`config.mk`:
```
export PLATFORM = sky130hd
export DESIGN_NAME = asr_core
export DESIGN_NICKNAME = d
export VERILOG_FILES = /design/src/rtl/asr_pkg.sv /design/src/rtl/asr_core.sv
export VERILOG_INCLUDE_DIRS = /design/src /design/src/rtl
export SDC_FILE = /design/constraint.sdc
export NUM_CORES = 1
export LEC_CHECK = 0
export BUFFER_PORTS_ARGS = -buffer_cell sky130_fd_sc_hd__buf_4
export CAP_MARGIN = 10
export CORE_UTILIZATION = 40
export DETAILED_ROUTE_END_ITERATION = 16
export PLACE_DENSITY = 0.56
export SLEW_MARGIN = 25
export SYNTH_ARGS = -nofsm -noshare
export SYNTH_HDL_FRONTEND = slang
export SYNTH_SLANG_ARGS = --single-unit
```
`constraint.sdc`:
```
create_clock -name core_clk -period 4.1 [get_ports core_clk]
set_input_delay 1.025 -clock core_clk [delete_from_list [all_inputs] [get_ports core_clk]]
set_output_delay 1.025 -clock core_clk [all_outputs]
set_load 0.005 [all_outputs]
```
`src/rtl/asr_defs.svh`:
```
// register offsets, field positions, reset values and timing counts of the serial core
`ifndef ASR_DEFS_SVH
`define ASR_DEFS_SVH
// register byte offsets
`define ASR_RX_STAT_OFS  8'h00
`define ASR_RX_DATA_OFS  8'h04
`define ASR_TX_STAT_OFS  8'h08
`define ASR_TX_DATA_OFS  8'h0C
`define ASR_FORMAT_OFS   8'h10
`define ASR_CTRL_OFS     8'h14
`define ASR_RX_DIV_OFS   8'h18
`define ASR_TX_DIV_OFS   8'h1C
// status bit positions
`define ASR_RXS_FULL     0
`define ASR_RXS_PAR      1
`define ASR_RXS_FRM      2
`define ASR_RXS_OVR      3
`define ASR_TXS_ACCEPT   0
`define ASR_TXS_EMPTY    1
// format field positions
`define ASR_FMT_LEN_LO   0
`define ASR_FMT_PEN      2
`define ASR_FMT_ODD      3
`define ASR_FMT_STOP_LO  4
// control bit positions
`define ASR_CTRL_LOOP    0
`define ASR_CTRL_RST     1
// reset values
`define ASR_FORMAT_RST   6'h03
`define ASR_DIV_RST      16'h0081
// sample timing in sample clocks
`define ASR_TICKS_BIT    16
`define ASR_TICKS_HALF   8
`define ASR_STOP1_TICKS  6'h10
`define ASR_STOP15_TICKS 6'h18
`define ASR_STOP2_TICKS  6'h20
`endif

```
`src/rtl/asr_pkg.sv`:
```
// types shared by the serial core
`default_nettype none
package asr_pkg;
  typedef enum logic [1:0] {TX_IDLE, TX_SEND, TX_STOP} asr_tx_st_t;
  typedef enum logic [2:0] {RX_IDLE, RX_START, RX_DATA, RX_PAR, RX_STOP, RX_BREAK} asr_rx_st_t;
endpackage
`default_nettype wire

```
`src/rtl/asr_core.sv`:
```
// full-duplex asynchronous serial receiver and transmitter with wishbone register access
//
// The Wishbone slave port and the register addresses were left to the implementer.
`timescale 1ns/1ps
`default_nettype none
`include "asr_defs.svh"
module asr_core
  import asr_pkg::*;
(
  // clock and reset
  input  wire logic        core_clk,
  input  wire logic        arst_n,
  // wishbone slave
  input  wire logic        wb_cyc_i,
  input  wire logic        wb_stb_i,
  input  wire logic        wb_we_i,
  input  wire logic [7:0]  wb_adr_i,
  input  wire logic [3:0]  wb_sel_i,
  input  wire logic [31:0] wb_dat_i,
  output logic      [31:0] wb_dat_o,
  output logic             wb_ack_o,
  // serial line
  input  wire logic        serial_in,
  output logic             serial_out
);

  ////////////////////////////////////////////////////////////////////////////
  // helpers
  function automatic logic [7:0] len_mask(input logic [1:0] code);
    len_mask = 8'hFF >> (2'd3 - code);
  endfunction

  function automatic logic [3:0] len_bits(input logic [1:0] code);
    len_bits = 4'd5 + {2'b00, code};
  endfunction

  ////////////////////////////////////////////////////////////////////////////
  // state declarations
  logic        ack_r, ack_nxt;
  logic [31:0] rdata_r, rdata_nxt;
  logic [5:0]  fmt_r, fmt_nxt;
  logic        loop_r, loop_nxt;
  logic [15:0] rx_div_r, rx_div_nxt, tx_div_r, tx_div_nxt;
  logic [15:0] rx_dcnt_r, rx_dcnt_nxt, tx_dcnt_r, tx_dcnt_nxt;
  asr_tx_st_t  tx_st_r, tx_st_nxt;
  logic        tx_out_r, tx_out_nxt;
  logic [3:0]  tx_ph_r, tx_ph_nxt;
  logic [3:0]  tx_rem_r, tx_rem_nxt;
  logic [5:0]  tx_stp_r, tx_stp_nxt;
  logic [8:0]  tx_sh_r, tx_sh_nxt;
  logic        txh_full_r, txh_full_nxt;
  logic [7:0]  tx_buffer_reg, tx_buffer_nxt;
  asr_rx_st_t  rx_st_r, rx_st_nxt;
  logic [3:0]  rx_ph_r, rx_ph_nxt;
  logic [3:0]  rx_cnt_r, rx_cnt_nxt;
  logic [7:0]  rx_sh_r, rx_sh_nxt;
  logic        rx_pbit_r, rx_pbit_nxt;
  logic        rx_prev_r, rx_prev_nxt;
  logic [7:0]  rx_buffer_reg, rx_buffer_nxt;
  logic        holding_reg_full, holding_full_nxt;
  logic        rx_parity_fault, rx_parity_nxt;
  logic        rx_framing_fault, rx_framing_nxt;
  logic        rx_overrun_r, rx_overrun_nxt;

  logic        req, wr, rd, line_rst, tx_load_strobe, rx_take, rx_done_ev;
  logic        tx_tick, rx_tick, rx_line, rx_space, tx_can_accept, tx_holding_empty;
  logic [7:0]  rx_char_bits;
  logic [1:0]  fmt_len;
  logic        fmt_pen, fmt_odd;
  logic [5:0]  stop_ticks;

  assign fmt_len  = fmt_r[`ASR_FMT_LEN_LO +: 2];
  assign fmt_pen  = fmt_r[`ASR_FMT_PEN];
  assign fmt_odd  = fmt_r[`ASR_FMT_ODD];

  // stop length in sample ticks
  always_comb begin
    unique case (fmt_r[`ASR_FMT_STOP_LO +: 2])
      2'd0:    stop_ticks = `ASR_STOP1_TICKS;
      2'd1:    stop_ticks = `ASR_STOP15_TICKS;
      default: stop_ticks = `ASR_STOP2_TICKS;
    endcase
  end

  ////////////////////////////////////////////////////////////////////////////
  // wishbone decode: answer one cycle after the request appears
  assign req           = wb_cyc_i & wb_stb_i & ~ack_r;
  assign wr            = req & wb_we_i;
  assign rd            = req & ~wb_we_i;
  assign line_rst      = wr & wb_sel_i[0] & (wb_adr_i == `ASR_CTRL_OFS) & wb_dat_i[`ASR_CTRL_RST];
  assign rx_take       = rd & (wb_adr_i == `ASR_RX_DATA_OFS);
  assign tx_can_accept = ~txh_full_r;
  assign tx_load_strobe = wr & wb_sel_i[0] & (wb_adr_i == `ASR_TX_DATA_OFS) & tx_can_accept;
  assign tx_holding_empty = (tx_st_r == TX_IDLE);
  assign wb_ack_o      = ack_r;
  assign wb_dat_o      = rdata_r;

  // register file next values
  always_comb begin
    ack_nxt       = req;
    rdata_nxt     = rdata_r;
    fmt_nxt       = fmt_r;
    loop_nxt      = loop_r;
    rx_div_nxt    = rx_div_r;
    tx_div_nxt    = tx_div_r;
    tx_buffer_nxt = tx_buffer_reg;
    if (rd) begin
      rdata_nxt = 32'h0000_0000;
      unique case (wb_adr_i)
        `ASR_RX_STAT_OFS: rdata_nxt[3:0] = {rx_overrun_r, rx_framing_fault, rx_parity_fault, holding_reg_full};
        `ASR_RX_DATA_OFS: rdata_nxt[7:0] = rx_buffer_reg;
        `ASR_TX_STAT_OFS: rdata_nxt[1:0] = {tx_holding_empty, tx_can_accept};
        `ASR_FORMAT_OFS:  rdata_nxt[5:0] = fmt_r;
        `ASR_CTRL_OFS:    rdata_nxt[0]   = loop_r;
        `ASR_RX_DIV_OFS:  rdata_nxt[15:0] = rx_div_r;
        `ASR_TX_DIV_OFS:  rdata_nxt[15:0] = tx_div_r;
        default:          rdata_nxt = 32'h0000_0000;
      endcase
    end
    if (wr) begin
      if (wb_sel_i[0] && wb_adr_i == `ASR_FORMAT_OFS) fmt_nxt = wb_dat_i[5:0];
      if (wb_sel_i[0] && wb_adr_i == `ASR_CTRL_OFS) loop_nxt = wb_dat_i[`ASR_CTRL_LOOP];
      if (wb_adr_i == `ASR_RX_DIV_OFS) begin
        if (wb_sel_i[0]) rx_div_nxt[7:0] = wb_dat_i[7:0];
        if (wb_sel_i[1]) rx_div_nxt[15:8] = wb_dat_i[15:8];
      end
      if (wb_adr_i == `ASR_TX_DIV_OFS) begin
        if (wb_sel_i[0]) tx_div_nxt[7:0] = wb_dat_i[7:0];
        if (wb_sel_i[1]) tx_div_nxt[15:8] = wb_dat_i[15:8];
      end
      if (tx_load_strobe) tx_buffer_nxt = wb_dat_i[7:0];
    end
  end

  // register file flops
  always_ff @(posedge core_clk or negedge arst_n) begin
    if (!arst_n) begin
      ack_r         <= 1'b0;
      rdata_r       <= 32'h0000_0000;
      fmt_r         <= `ASR_FORMAT_RST;
      loop_r        <= 1'b0;
      rx_div_r      <= `ASR_DIV_RST;
      tx_div_r      <= `ASR_DIV_RST;
      tx_buffer_reg <= 8'h00;
    end else begin
      ack_r         <= ack_nxt;
      rdata_r       <= rdata_nxt;
      fmt_r         <= fmt_nxt;
      loop_r        <= loop_nxt;
      rx_div_r      <= rx_div_nxt;
      tx_div_r      <= tx_div_nxt;
      tx_buffer_reg <= tx_buffer_nxt;
    end
  end

  ////////////////////////////////////////////////////////////////////////////
  // 16x sample tick generators
  assign tx_tick = (tx_dcnt_r >= tx_div_r);
  assign rx_tick = loop_r ? tx_tick : (rx_dcnt_r >= rx_div_r);

  // divider counters; restart at once when a smaller divisor is written
  always_comb begin
    tx_dcnt_nxt = (tx_dcnt_r >= tx_div_r) ? 16'h0000 : tx_dcnt_r + 16'h0001;
    rx_dcnt_nxt = (rx_dcnt_r >= rx_div_r) ? 16'h0000 : rx_dcnt_r + 16'h0001;
  end

  // divider flops
  always_ff @(posedge core_clk or negedge arst_n) begin
    if (!arst_n) begin
      tx_dcnt_r <= 16'h0000;
      rx_dcnt_r <= 16'h0000;
    end else begin
      tx_dcnt_r <= tx_dcnt_nxt;
      rx_dcnt_r <= rx_dcnt_nxt;
    end
  end

  ////////////////////////////////////////////////////////////////////////////
  // transmitter: holding register feeds shifter from idle on a tick, or at end of the stop bits
  assign serial_out = loop_r ? 1'b1 : tx_out_r;

  // transmit next values
  always_comb begin
    logic do_load;
    do_load      = 1'b0;
    tx_st_nxt    = tx_st_r;
    tx_out_nxt   = tx_out_r;
    tx_ph_nxt    = tx_ph_r;
    tx_rem_nxt   = tx_rem_r;
    tx_stp_nxt   = tx_stp_r;
    tx_sh_nxt    = tx_sh_r;
    txh_full_nxt = txh_full_r | tx_load_strobe;
    unique case (tx_st_r)
      TX_IDLE: begin
        tx_out_nxt = 1'b1;
        if (txh_full_r && tx_tick) do_load = 1'b1;
      end
      TX_SEND: begin
        if (tx_tick) begin
          tx_ph_nxt = tx_ph_r + 4'd1;
          if (tx_ph_r == 4'hF) begin
            if (tx_rem_r == 4'd0) begin
              tx_st_nxt  = TX_STOP;
              tx_out_nxt = 1'b1;
              tx_stp_nxt = 6'd0;
            end else begin
              tx_out_nxt = tx_sh_r[0];
              tx_sh_nxt  = tx_sh_r >> 1;
              tx_rem_nxt = tx_rem_r - 4'd1;
            end
          end
        end
      end
      TX_STOP: begin
        if (tx_tick) begin
          tx_stp_nxt = tx_stp_r + 6'd1;
          if (tx_stp_r == stop_ticks - 6'd1) begin
            if (txh_full_r) do_load = 1'b1;
            else tx_st_nxt = TX_IDLE;
          end
        end
      end
    endcase
    // moving the holding register into the shifter frees the buffer
    if (do_load) begin
      tx_st_nxt    = TX_SEND;
      tx_out_nxt   = 1'b0;
      tx_ph_nxt    = 4'd0;
      tx_sh_nxt    = {1'b0, tx_buffer_reg & len_mask(fmt_len)}
                   | (9'((^(tx_buffer_reg & len_mask(fmt_len))) ^ fmt_odd) << len_bits(fmt_len));
      tx_rem_nxt   = len_bits(fmt_len) + {3'b000, fmt_pen};
      txh_full_nxt = 1'b0;
    end
    if (line_rst) begin
      tx_st_nxt    = TX_IDLE;
      tx_out_nxt   = 1'b1;
      txh_full_nxt = 1'b0;
    end
  end

  // transmit flops
  always_ff @(posedge core_clk or negedge arst_n) begin
    if (!arst_n) begin
      tx_st_r    <= TX_IDLE;
      tx_out_r   <= 1'b1;
      tx_ph_r    <= 4'd0;
      tx_rem_r   <= 4'd0;
      tx_stp_r   <= 6'd0;
      tx_sh_r    <= 9'h000;
      txh_full_r <= 1'b0;
    end else begin
      tx_st_r    <= tx_st_nxt;
      tx_out_r   <= tx_out_nxt;
      tx_ph_r    <= tx_ph_nxt;
      tx_rem_r   <= tx_rem_nxt;
      tx_stp_r   <= tx_stp_nxt;
      tx_sh_r    <= tx_sh_nxt;
      txh_full_r <= txh_full_nxt;
    end
  end

  ////////////////////////////////////////////////////////////////////////////
  // receiver input select and start-centre counter source
  assign rx_line      = loop_r ? tx_out_r : serial_in;
  assign rx_space     = ~rx_line;
  assign rx_char_bits = rx_sh_r >> (2'd3 - fmt_len);
  assign rx_done_ev   = (rx_st_r == RX_STOP) && rx_tick && (rx_ph_r == 4'hF);

  // receive next values
  always_comb begin
    rx_st_nxt        = rx_st_r;
    rx_ph_nxt        = rx_ph_r;
    rx_cnt_nxt       = rx_cnt_r;
    rx_sh_nxt        = rx_sh_r;
    rx_pbit_nxt      = rx_pbit_r;
    rx_prev_nxt      = rx_line;
    rx_buffer_nxt    = rx_buffer_reg;
    holding_full_nxt = holding_reg_full & ~rx_take;
    rx_parity_nxt    = rx_parity_fault;
    rx_framing_nxt   = rx_framing_fault;
    rx_overrun_nxt   = rx_overrun_r;
    unique case (rx_st_r)
      RX_IDLE: begin
        if (rx_prev_r && rx_space) begin
          rx_st_nxt = RX_START;
          rx_ph_nxt = 4'd0;
        end
      end
      RX_START: begin
        if (rx_tick) begin
          if (!rx_space) rx_st_nxt = RX_IDLE;
          else if (rx_ph_r == 4'(`ASR_TICKS_HALF - 1)) begin
            rx_st_nxt  = RX_DATA;
            rx_ph_nxt  = 4'd0;
            rx_cnt_nxt = 4'd0;
          end else rx_ph_nxt = rx_ph_r + 4'd1;
        end
      end
      RX_DATA: begin
        if (rx_tick) begin
          rx_ph_nxt = rx_ph_r + 4'd1;
          if (rx_ph_r == 4'hF) begin
            rx_sh_nxt  = {rx_line, rx_sh_r[7:1]};
            rx_cnt_nxt = rx_cnt_r + 4'd1;
            if (rx_cnt_r == len_bits(fmt_len) - 4'd1) rx_st_nxt = fmt_pen ? RX_PAR : RX_STOP;
          end
        end
      end
      RX_PAR: begin
        if (rx_tick) begin
          rx_ph_nxt = rx_ph_r + 4'd1;
          if (rx_ph_r == 4'hF) begin
            rx_pbit_nxt = rx_line;
            rx_st_nxt   = RX_STOP;
          end
        end
      end
      RX_STOP: begin
        if (rx_tick) begin
          rx_ph_nxt = rx_ph_r + 4'd1;
          if (rx_ph_r == 4'hF) begin
            rx_buffer_nxt    = rx_char_bits;
            holding_full_nxt = 1'b1;
            rx_framing_nxt   = ~rx_line;
            rx_parity_nxt    = fmt_pen & ((^{rx_char_bits, rx_pbit_r}) != fmt_odd);
            rx_overrun_nxt   = holding_reg_full;
            rx_st_nxt        = (rx_space && rx_char_bits == 8'h00) ? RX_BREAK : RX_IDLE;
          end
        end
      end
      RX_BREAK: begin
        if (rx_line) rx_st_nxt = RX_IDLE;
      end
      default: rx_st_nxt = RX_IDLE;
    endcase
    if (line_rst) begin
      rx_st_nxt        = RX_IDLE;
      holding_full_nxt = 1'b0;
      rx_parity_nxt    = 1'b0;
      rx_framing_nxt   = 1'b0;
      rx_overrun_nxt   = 1'b0;
    end
  end

  // receive flops
  always_ff @(posedge core_clk or negedge arst_n) begin
    if (!arst_n) begin
      rx_st_r          <= RX_IDLE;
      rx_ph_r          <= 4'd0;
      rx_cnt_r         <= 4'd0;
      rx_sh_r          <= 8'h00;
      rx_pbit_r        <= 1'b0;
      rx_prev_r        <= 1'b1;
      rx_buffer_reg    <= 8'h00;
      holding_reg_full <= 1'b0;
      rx_parity_fault  <= 1'b0;
      rx_framing_fault <= 1'b0;
      rx_overrun_r     <= 1'b0;
    end else begin
      rx_st_r          <= rx_st_nxt;
      rx_ph_r          <= rx_ph_nxt;
      rx_cnt_r         <= rx_cnt_nxt;
      rx_sh_r          <= rx_sh_nxt;
      rx_pbit_r        <= rx_pbit_nxt;
      rx_prev_r        <= rx_prev_nxt;
      rx_buffer_reg    <= rx_buffer_nxt;
      holding_reg_full <= holding_full_nxt;
      rx_parity_fault  <= rx_parity_nxt;
      rx_framing_fault <= rx_framing_nxt;
      rx_overrun_r     <= rx_overrun_nxt;
    end
  end
endmodule
`default_nettype wire

```
==> results.py <==
metrics = {
    "yosys": {
        "async_flop_share_pct": 100,
        "netlist_area_sq_um": 8910,
        "synth_cells": 912,
        "ys_seq_elements": 156,
        "ys_warn_count": 0,
        "ys.flop_type": "dfrtp_1",
        "ys_seq_area_share_pct": 43.9,
        "synth_cell_types": 74,
        "synth_edf_count": 0,
        "avgSynthCellArea_sq_um": 9.77,
    },
    "worst_setup_path": {
        "cp.depth": 9,
        "slowest_delay_ns": 0.48,
        "crit_path_cell_trace": "inv_1 -> ha_1 -> a21oi_1 -> o21ai_0 -> a21oi_1 -> nand4_2 -> a21oi_1 -> nand3b_1 -> mux2_1",
        "cp_top_family": "compound AO/OA/AOI/OAI gates",
        "crit_path_start_kind": "register",
        "critical_path_class": "register to register",
        "startpoint": "tx_div_r[15]$_DFFE_PN0P_",
        "cp.arrival_ns": 3.45,
        "reg2reg_from": "tx_div_r[15]$_DFFE_PN0P_",
        "regToRegSetupSlack_ns": 0.96,
        "crit_path_top_delay_cell": "a21oi_1",
        "reg2reg_to": "rx_sh_r[2]$_DFFE_PN0P_",
        "cp-end-kind": "register",
        "cp_num_buf_inv": 1,
        "r2r.worst_path.cells": 9,
        "cpMostUsedCell": "a21oi_1",
        "worst-path-max-fanout": 10,
        "cp.required_ns": 4.41,
    },
    "pwr": {
        "p_per_area_nw_per_um2": 431,
        "switching_share_pct": 29.8,
        "p_switching_w": 0.00130,
        "p_leak_nw": 4.67,
        "sequentialPowerShare_pct": 42.4,
        "clkPwrFrac_pct": 38.4,
        "p_int_w": 0.00308,
        "worst_ir_drop_vdd_mv": 0.265,
        "p_comb_share_pct": 19.2,
    },
    "clocking": {
        "clk_pin_slew_ns": 0.07,
        "cts_sinks": 156,
        "cts_root_buffer": "clkbuf_16",
        "clk_latency_ns": 0.43,
        "cts.htree.levels": 4,
        "cts_buffers": 17,
        "ctsLongestPathBuffers": 2,
        "hold_buffers": 0,
        "cts_resized": 0,
        "cts_setup_buffers": 0,
        "cts_tree": "yes",
    },
    "floorplan": {
        "die_area_sq_um": 22900,
        "core_area_sq_um": 21800,
        "fp.dieW_um": 151,
        "die_h_um": 151,
        "ios": 84,
        "start_util_pct": 40.8,
        "placementRows": 54,
    },
    "final_layout": {
        "antennaDiodeCount": 0,
        "drive_gt1_share_pct": 16.9,
        "syn_to_final_growth_pct": 14.0,
        "final_nets": 1056,
        "fill_cells": 2107,
        "layout_commonest_cell": "dfrtp_1",
        "final_cell_mix": "dfrtp_1, nand2_1, nor2_1, buf_4, o21ai_0",
        "fin_cells": 1252,
    },
    "route": {
        "vias": 6586,
        "dr.pass1.iters": 5,
        "postRouteAntennaNets": 0,
        "detail_route.wl_per_cell_um": 16.4,
        "drc": 0,
        "drt-initial-drc-count": 373,
        "viasPerCell": 5.26,
        "wl_um": 20500,
    },
    "grt": {
        "grt_max_degree": 93,
        "overflow": 0,
        "antenna_found_initial": 0,
        "grt_pass1_wl_um": 33700,
        "track_usage_pct": 19.3,
        "grt_pass1_vias": 6347,
    },
    "run": {
        "drv_cap": 0,
    },
    "hold_path": {
        "hold_depth": 2,
        "holdPathEnd": "tx_sh_r[8]$_DFFE_PN0P_",
        "hold_path_class": "register to register",
        "worstHoldStart": "tx_sh_r[8]$_DFFE_PN0P_",
    },
    "status": {
        "status": "completed",
    },
    "sta": {
        "setup_viol": 0,
        "drv_slew": 0,
        "grt_setup_unrepaired": "no",
        "finalCritPeriodShare_pct": 76.6,
        "max_freq_mhz": 318,
        "hold_ws_ns": 0.478,
        "worst_pin_slew_ns": 0.865,
        "skew_ns": 0.0116,
        "slew_headroom_pct": 42.0,
        "hold_violations": 0,
        "fin_crit_ns": 3.14,
        "tns_ns": 0,
    },
    "placement": {
        "portBuffers": 49,
        "gp_congestion": 0.795,
        "dp_hpwl_um": 15100,
        "dp_cells": 1220,
    },
}
final cells by class:
class | count | area, sq um | share of cell area, %
Tap cell | 280 | 350 | 3.45
Clock buffer | 18 | 429 | 4.22
Inverter | 55 | 206 | 2.03
Timing Repair Buffer | 64 | 484 | 4.76
Clock inverter | 14 | 196 | 1.93
Sequential cell | 156 | 3910 | 38.5
Multi-Input combinational cell | 665 | 4580 | 45.1
metal layers:
| metal | global-route usage, % | vias up | share of wire (%) |
|---|---|---|---|
| li1 | - | 3287 | - |
| met1 | 27.5 | 3179 | 50 |
| met2 | 29.6 | 91 | 46 |
| met3 | 2.89 | 29 | 2.9 |
| met4 | 7.00 | 0 | 1.8 |
| met5 | 0 | - | 0 |
synth_stat cells (10+ instances only):
library cell	instances	area [sq um]
clkbuf_1	22	82.6
a22oi_1	11	82.6
o21ai_0	62	310
ha_1	46	576
buf_2	10	50.1
dfrtp_1	148	3700
nand2_1	99	372
nand3_1	38	190
xor2_1	20	175
and3_1	13	81.3
xnor2_1	30	263
nor2_1	78	293
mux2i_1	19	190
buf_4	18	135
inv_1	55	206
mux2_2	39	439
a21oi_1	29	145
per-stage QoR:
step                power, W  setup WS, ns  cell area (sq um)  utilization [%]
floorplan            0.00249          1.22               8970                -
global placement     0.00272         0.781               9530             43.7
detailed placement   0.00273         0.792               9540             43.7
CTS                  0.00443         0.934              10200             46.6
global route         0.00463         0.739              10200             46.6
finish               0.00438         0.959              10200             46.6
power by group through the flow:
stage	registers (W)	logic, W	clock network [W]
final	0.00186	0.000841	0.00168
after global routing	0.00188	0.000963	0.00178
after CTS	0.00186	0.000851	0.00172
after detailed placement	0.00188	0.000849	0
after global placement	0.00188	0.000836	0
after floorplan	0.00182	0.000671	0
worst reg2reg max path: stages, from the launching register on:
cell and delay (ns):
dfrtp_1 0.40, inv_1 0.06, ha_1 0.31, a21oi_1 0.14, o21ai_0 0.10, a21oi_1 0.48
nand4_2 0.40, a21oi_1 0.30, nand3b_1 0.44, mux2_1 0.38
worst max-delay path by stage:
stage,endpoint,slack [ns]
6_report,rx_sh_r[2]$_DFFE_PN0P_,0.96
5_1_grt,rx_sh_r[5]$_DFFE_PN0P_,0.74
4_1_cts,rx_sh_r[2]$_DFFE_PN0P_,0.93
3_5_place_dp,rx_div_r[14]$_DFFE_PN0P_,0.79
3_3_place_gp,rx_div_r[14]$_DFFE_PN0P_,0.78
2_1_floorplan,tx_st_r[0]$_DFFE_PN0P_,1.22
cell families (layout without fill, tap and decap cells):
kind of cell | after synthesis | after routing | synth area share [%]
other | 1 | 16 | 0.0421
multiplexers | 72 | 72 | 9.46
AO/OA/AOI/OAI | 177 | 177 | 12.9
flip-flops | 156 | 156 | 43.9
buffers and inverters | 106 | 151 | 5.36
AND/OR/NAND/NOR | 303 | 303 | 16.7
XOR/XNOR | 50 | 50 | 4.91
adder cells (fa/ha/maj) | 47 | 47 | 6.68
Power figures use the tool's default switching activity.
